**src/rtl/dsw_pkg.sv**
```systemverilog
// Package for the data-space window decoder: address map, field positions, widths.
// Assumes an 8-bit core data bus and a 12-bit program memory address.
package dsw_pkg;
  localparam logic [7:0] BANK_LO = 8'h00;
  localparam logic [7:0] BANK_HI = 8'h3F;
  localparam logic [7:0] WIN_LO = 8'h40;
  localparam logic [7:0] WIN_HI = 8'h7F;
  localparam logic [7:0] GRAM_LO = 8'h84;
  localparam logic [7:0] GRAM_HI = 8'hBF;
  localparam logic [7:0] PERIPH_LO = 8'hC0;
  localparam logic [7:0] PROGRAM_WINDOW_BASE_ADDR = 8'hC9;
  localparam logic [7:0] PAGE_BANK_SELECT_ADDR = 8'hE8;
  localparam int WIN_OFFSET_BITS = 6;
  localparam int WIN_BASE_BITS = 6;
  localparam int PROG_ADDR_BITS = 12;
  localparam int RAM_PAGE2_BIT = 4;
  localparam int EEPROM_PAGE1_BIT = 1;
  localparam int EEPROM_PAGE0_BIT = 0;
  localparam int GRAM_BYTES = 60;
  localparam int BANK_BYTES = 64;
  localparam int STACK_DEPTH = 6;
  // Window and bank registers are not cleared by reset; the decoder never loads this value
  // into them, and it carries no meaning for software.
  localparam logic [5:0] WIN_BASE_POWERUP = 6'h00;
  localparam logic [7:0] BANK_SEL_POWERUP = 8'h00;
  typedef enum logic [4:0] {
    TGT_BANK = 5'h01,
    TGT_WIN = 5'h02,
    TGT_GRAM = 5'h04,
    TGT_PERIPH = 5'h08,
    TGT_NONE = 5'h10
  } dsw_target_t;
endpackage : dsw_pkg

```
**src/rtl/dsw_decoder.sv**
```systemverilog
// Data-space address decoder for an 8-bit core: bank pages, program window,
// general RAM and peripheral area. Assumes the core holds address and data stable
// for one strobed cycle; program memory answers with a one-cycle read latency.
`timescale 1ns/1ps
module dsw_decoder #(
  parameter int GRAM_SIZE = dsw_pkg::GRAM_BYTES,
  parameter int STACK_LEVELS = dsw_pkg::STACK_DEPTH
) (
  input wire logic sys_clk,
  input wire logic arst_n,
  input wire logic clkEn,
  input wire logic [7:0] dataAddr,
  input wire logic dataRd,
  input wire logic dataWr,
  input wire logic [7:0] dataWrData,
  output logic [7:0] dataRdData,
  input wire logic stackPush,
  input wire logic stackPop,
  input wire logic [11:0] stackPushAddr,
  output logic [11:0] stackTop,
  output logic [11:0] progAddr,
  output logic progRd,
  input wire logic [7:0] progData,
  output logic [5:0] bankAddr,
  output logic bankRd,
  output logic bankWr,
  output logic [7:0] bankWrData,
  input wire logic [7:0] bankRdData,
  output logic ramPage2Select,
  output logic eepromPage1Select,
  output logic eepromPage0Select,
  output logic [7:0] periphAddr,
  output logic periphRd,
  output logic periphWr,
  output logic [7:0] periphWrData,
  input wire logic [7:0] periphRdData
);
  dsw_pkg::dsw_target_t target;
  dsw_pkg::dsw_target_t rdTarget;
  dsw_pkg::dsw_target_t next_rdTarget;
  logic [5:0] windowUpperAddressBits;
  logic [5:0] next_windowUpperAddressBits;
  logic [7:0] pageBankSelect;
  logic [7:0] next_pageBankSelect;
  logic [7:0] gram [GRAM_SIZE];
  logic [7:0] gramRd;
  logic [7:0] next_gramRd;
  logic [11:0] stack [STACK_LEVELS];
  logic [11:0] next_stack [STACK_LEVELS];
  logic [5:0] gramIdx;
  logic winBaseWr;
  logic bankSelWr;

  // Address decode; the two write-only registers live inside the peripheral area
  always_comb
  begin
    if (dataAddr <= dsw_pkg::BANK_HI)
      target = dsw_pkg::TGT_BANK;
    else if (dataAddr >= dsw_pkg::WIN_LO && dataAddr <= dsw_pkg::WIN_HI)
      target = dsw_pkg::TGT_WIN;
    else if (dataAddr >= dsw_pkg::GRAM_LO && dataAddr <= dsw_pkg::GRAM_HI)
      target = dsw_pkg::TGT_GRAM;
    else if (dataAddr >= dsw_pkg::PERIPH_LO)
      target = dsw_pkg::TGT_PERIPH;
    else
      target = dsw_pkg::TGT_NONE;
  end

  assign winBaseWr = dataWr && (dataAddr == dsw_pkg::PROGRAM_WINDOW_BASE_ADDR);
  assign bankSelWr = dataWr && (dataAddr == dsw_pkg::PAGE_BANK_SELECT_ADDR);
  assign gramIdx = 6'(dataAddr - dsw_pkg::GRAM_LO);

  // Window: program address formed combinationally so memory answers next cycle
  assign progAddr = {windowUpperAddressBits, dataAddr[5:0]};
  assign progRd = dataRd && (target == dsw_pkg::TGT_WIN);

  // Bank region passes straight to the paged memories; page is chosen by bank select
  assign bankAddr = dataAddr[5:0];
  assign bankRd = dataRd && (target == dsw_pkg::TGT_BANK);
  assign bankWr = dataWr && (target == dsw_pkg::TGT_BANK);
  assign bankWrData = dataWrData;
  assign ramPage2Select = pageBankSelect[dsw_pkg::RAM_PAGE2_BIT];
  assign eepromPage1Select = pageBankSelect[dsw_pkg::EEPROM_PAGE1_BIT];
  assign eepromPage0Select = pageBankSelect[dsw_pkg::EEPROM_PAGE0_BIT];

  // The write-only registers are kept off the peripheral strobes so nothing echoes them
  assign periphAddr = dataAddr;
  assign periphRd = dataRd && (target == dsw_pkg::TGT_PERIPH)
    && dataAddr != dsw_pkg::PROGRAM_WINDOW_BASE_ADDR
    && dataAddr != dsw_pkg::PAGE_BANK_SELECT_ADDR;
  assign periphWr = dataWr && (target == dsw_pkg::TGT_PERIPH) && !winBaseWr && !bankSelWr;
  assign periphWrData = dataWrData;

  // Configuration registers: no reset clears them, only software writes
  always_comb
  begin
    next_windowUpperAddressBits = windowUpperAddressBits;
    next_pageBankSelect = pageBankSelect;
    if (winBaseWr)
      next_windowUpperAddressBits = dataWrData[dsw_pkg::WIN_BASE_BITS-1:0];
    if (bankSelWr)
      next_pageBankSelect = dataWrData;
  end

  // Kept out of the reset network on purpose: reset must not disturb software's setting
  always_ff @(posedge sys_clk)
  begin
    if (clkEn)
    begin
      windowUpperAddressBits <= next_windowUpperAddressBits;
      pageBankSelect <= next_pageBankSelect;
    end
  end

  // Read return path: remember the target so the answer is muxed a cycle later
  always_comb
  begin
    next_rdTarget = rdTarget;
    next_gramRd = gramRd;
    if (dataRd)
    begin
      next_rdTarget = target;
      if (dataAddr == dsw_pkg::PROGRAM_WINDOW_BASE_ADDR
          || dataAddr == dsw_pkg::PAGE_BANK_SELECT_ADDR)
        next_rdTarget = dsw_pkg::TGT_NONE;
      if (target == dsw_pkg::TGT_GRAM)
        next_gramRd = gram[gramIdx];
    end
  end

  always_ff @(posedge sys_clk or negedge arst_n)
  begin
    if (!arst_n)
    begin
      rdTarget <= dsw_pkg::TGT_NONE;
      gramRd <= 8'h00;
    end
    else if (clkEn)
    begin
      rdTarget <= next_rdTarget;
      gramRd <= next_gramRd;
    end
  end

  always_comb
  begin
    case (rdTarget)
      dsw_pkg::TGT_WIN: dataRdData = progData;
      dsw_pkg::TGT_BANK: dataRdData = bankRdData;
      dsw_pkg::TGT_GRAM: dataRdData = gramRd;
      dsw_pkg::TGT_PERIPH: dataRdData = periphRdData;
      default: dataRdData = 8'h00;
    endcase
  end

  // General RAM; a write to the window area raises no write strobe and so does nothing
  always_ff @(posedge sys_clk)
  begin
    if (clkEn && dataWr && target == dsw_pkg::TGT_GRAM)
      gram[gramIdx] <= dataWrData;
  end

  // Return stack: shift register, top at index 0; overflow drops the oldest
  always_comb
  begin
    for (int i = 0; i < STACK_LEVELS; i++)
      next_stack[i] = stack[i];
    if (stackPush)
    begin
      next_stack[0] = stackPushAddr;
      for (int i = 1; i < STACK_LEVELS; i++)
        next_stack[i] = stack[i-1];
    end
    else if (stackPop)
    begin
      for (int i = 0; i < STACK_LEVELS - 1; i++)
        next_stack[i] = stack[i+1];
    end
  end

  always_ff @(posedge sys_clk or negedge arst_n)
  begin
    if (!arst_n)
    begin
      for (int i = 0; i < STACK_LEVELS; i++)
        stack[i] <= 12'h000;
    end
    else if (clkEn)
    begin
      for (int i = 0; i < STACK_LEVELS; i++)
        stack[i] <= next_stack[i];
    end
  end

  assign stackTop = stack[0];
endmodule : dsw_decoder

```
**config.mk**
```make
export PLATFORM = sky130hd
export DESIGN_NAME = dsw_decoder
export DESIGN_NICKNAME = d
export VERILOG_FILES = /design/src/rtl/dsw_pkg.sv /design/src/rtl/dsw_decoder.sv
export SDC_FILE = /design/constraint.sdc
export NUM_CORES = 1
export LEC_CHECK = 0
export BUFFER_PORTS_ARGS = -buffer_cell sky130_fd_sc_hd__clkbuf_2
export CAP_MARGIN = 20
export CORE_MARGIN = 2
export CORE_UTILIZATION = 25
export DETAILED_ROUTE_END_ITERATION = 10
export PLACE_DENSITY_LB_ADDON = 0.15
export SLEW_MARGIN = 20
export SYNTH_ARGS = -nofsm -noshare
export SYNTH_HDL_FRONTEND = slang
export SYNTH_SLANG_ARGS = --single-unit
```
**constraint.sdc**
```tcl
create_clock -name sys_clk -period 2.8 [get_ports sys_clk]
set_input_delay 0.14 -clock sys_clk [delete_from_list [all_inputs] [get_ports sys_clk]]
set_output_delay 0.14 -clock sys_clk [all_outputs]
set_load 0.005 [all_outputs]
```
==> impl_metrics.env <==
export IMPL_hold_class="in -> reg"
export IMPL_drc=0
export IMPL_fin_crit_ns=2.51
export IMPL_vias=13000
export IMPL_ant_nets=0
export IMPL_required_ns=3.27
export IMPL_hpwlAfterDp_mm=44.4
export IMPL_report_final_hold_viol_count=0
export IMPL_synth_nets=1424
export IMPL_slowest_stage="nor4_1"
export IMPL_cp_cell_sequence="mux4_2 -> mux2i_1 -> o22ai_1 -> nor4_1 -> buf_4 -> a21oi_1"
export IMPL_overflow=0
export IMPL_start_util_pct=25.2
export IMPL_ys_ff_latch=574
export IMPL_path_max_fanout=1
export IMPL_tightest_slew_ns=0.967
export IMPL_cts_buffer_depth=3
export IMPL_place_gp_congestion=0.840
export IMPL_cap_violations=0
export IMPL_dieWidth_um=310
export IMPL_fin_crit_sh_pct=89.8
export IMPL_fin_area_mm2=0.0287
export IMPL_die_area_mm2=0.0963
export IMPL_setup_ws_ns=0.286
export IMPL_ir_drop_mv=0.375
export IMPL_startpoint_type="register"
export IMPL_firstDrtPassIters=5
export IMPL_grt_max_degree=99
export IMPL_min_from="dataWrData[3]"
export IMPL_grt_pass1_wl_mm=94.0
export IMPL_finalSetupViolCount=0
export IMPL_ys_warn_count=0
export IMPL_synth_edff_count=489
export IMPL_fmax_mhz=398
export IMPL_leakage_nw=10.2
export IMPL_dr_first_iter_drc_count=931
export IMPL_r2r_slack_ns=0.29
export IMPL_r2r_end="gramRd[7]$_DFFE_PN0P_"
export IMPL_wire_per_inst_um=22.3
export IMPL_postCtsHoldBufs=22
export IMPL_netlist_instances=1362
export IMPL_timing_slew_headroom_pct=35.3
export IMPL_routed_wl_mm=65.0
export IMPL_io_pins=129
export IMPL_fillerInstances=9131
export IMPL_port_buffer_count=128
export IMPL_ys_types=53
export IMPL_track_usage_pct=13.6
export IMPL_synthesis_area_mm2=0.0235
export IMPL_dpl_cell_area_mm2=0.0264
export IMPL_die_h_um=310
export IMPL_rsz0062_at_grt="false"
export IMPL_vias_per_cell=4.45
export IMPL_antenna_cells=0
export IMPL_async_flop_share_pct=14.8
export IMPL_power_per_cell_area_mw_per_mm2=691
export IMPL_path_clk_slew_ns=0.05
export IMPL_critical_path_class="reg -> reg"
export IMPL_cts_max_level=3
export IMPL_synth_avg_cell_area_um2=17.2
export IMPL_drive_gt1_share_pct=29.9
export IMPL_synth_ff_type="edfxtp_1"
export IMPL_path_delay_family="multiplexers"
export IMPL_cpPeakStageDelay_ns=0.75
export IMPL_timing_rr_start="gram[27][7]$_DFFE_PP_"
export IMPL_clk_insertion_delay_late_ns=0.62
export IMPL_utilization_pct=30.8
export IMPL_finalClockSkew_ns=0.0278
export IMPL_endpoint_kind="register"
export IMPL_status="finished clean"
export IMPL_core_mm2=0.0932
export IMPL_cts_sinks=574
export IMPL_crit_buf_inv=1
export IMPL_yosysSeqAreaShare_pct=71.7
export IMPL_grt_pass1_vias=13200
export IMPL_synthToLayoutAreaGrowth_pct=22.5
export IMPL_post_place_ws_ns=-0.195
export IMPL_num_rows=112
export IMPL_cts_setup_buffers=0
export IMPL_final_max_slew_violation_count=0
export IMPL_min_to="gram[6][3]$_DFFE_PP_"
export IMPL_hold_depth=1
export IMPL_cts_tree="yes"
export IMPL_post_cts_resized=0
export IMPL_reg2reg_depth=6
export IMPL_antenna_found_initial=1
export IMPL_fin_nets=1672
export IMPL_root_buffer="clkbuf_16"
export IMPL_crit_arrival_ns=2.99
export IMPL_cts_made_buffers=69
export IMPL_startpoint="gram[27][7]$_DFFE_PP_"
how the worst max path moves through the flow:
stage | endpoint | depth (start not counted)
after floorplan | gram[11][0]$_DFFE_PP_ | 10
after global placement | gramRd[7]$_DFFE_PN0P_ | 8
after detailed placement | gramRd[7]$_DFFE_PN0P_ | 8
after CTS | gramRd[7]$_DFFE_PN0P_ | 6
after global routing | dataRdData[7] | 5
final | gramRd[7]$_DFFE_PN0P_ | 6
worst reg2reg max path: stages (launching register included):
cell and delay [ns]:
edfxtp_1 0.35, mux4_2 0.49, mux2i_1 0.36, o22ai_1 0.16, nor4_1 0.75, buf_4 0.23
a21oi_1 0.06
cell families (layout without fill, tap and decap cells):
group,Yosys count,count (layout),share of synthesized area [%]
simple gates,238,238,4.39
xor+xnor,1,1,0.0374
fa+ha+maj,3,3,0.160
buf+inv,134,432,3.40
compound gates,166,166,4.65
flops,574,574,71.7
mux,246,246,15.7
where the power goes:
group          total [mW]  internal [mW]  switching (mW)  leakage [nW]
Clock                8.47           4.94            3.52          1.03
Combinational        1.59          0.703           0.892          3.62
Sequential           9.78           9.56           0.222          5.51
routing by layer:
metal / global-route usage, % / wire [um] / vias up
li1: - / - / 5817
met1: 19.5 / 30900 / 6695
met2: 21.0 / 29400 / 358
met3: 2.53 / 3250 / 88
met4: 4.20 / 1480 / 2
met5: 0 / 13 / -
synth_stat cells (12+ instances only):
cell / number / share of area (%)
clkbuf_1: 37 / 0.59
nor2_1: 86 / 1.4
dfrtp_1: 84 / 9.0
buf_4: 60 / 1.9
edfxtp_1: 489 / 63
mux2i_1: 138 / 5.9
buf_2: 13 / 0.28
nand2_1: 98 / 1.6
a22oi_1: 23 / 0.74
mux2_2: 12 / 0.58
o22ai_1: 18 / 0.48
mux4_2: 96 / 9.2
o21ai_0: 64 / 1.4
cell type report:
type | count | area, um^2 | area share [%]
clock buffer | 89 | 1800 | 6.27
clock inverter | 32 | 312 | 1.08
inverter | 11 | 41.3 | 0.144
multi-input combinational | 654 | 5900 | 20.5
sequential | 574 | 16800 | 58.5
tap | 1254 | 1570 | 5.46
timing repair buffer | 300 | 2300 | 7.99
flip-flops by register name (all words and copies together), names as in the netlist:
register,count
gramRd,8
stackTop,12
pageBankSelect,3
gram,480
windowUpperAddressBits,6
stack,60
rdTarget,5
cell usage in the layout (no fill, tap or decap), types with 15 or more instances in the layout:
cell type and n:
o21ai_0 63, edfxtp_1 489, dlygate4sd3_1 22, buf_12 23, clkbuf_16 69, a22oi_1 23, mux2i_1 138, nor2_2 15
clkbuf_1 20, nor2_1 71, mux4_2 96, clkbuf_2 123, nand2_1 98, o22ai_1 18, buf_4 130, dfrtp_1 84
metrics by stage:
stage                     TNS [ns]  hold WS (ns)  cells  power (mW)
after floorplan             -24.18        -0.156   1362        10.8
after global placement       -2.33         0.255   2771        11.5
after detailed placement     -3.44         0.266   2771        11.6
after CTS                        0        0.0170   2914        20.2
after global routing             0        0.0537   2914        20.7
final                            0        0.0262   2914        19.8
(Power assumes the default switching activity.)
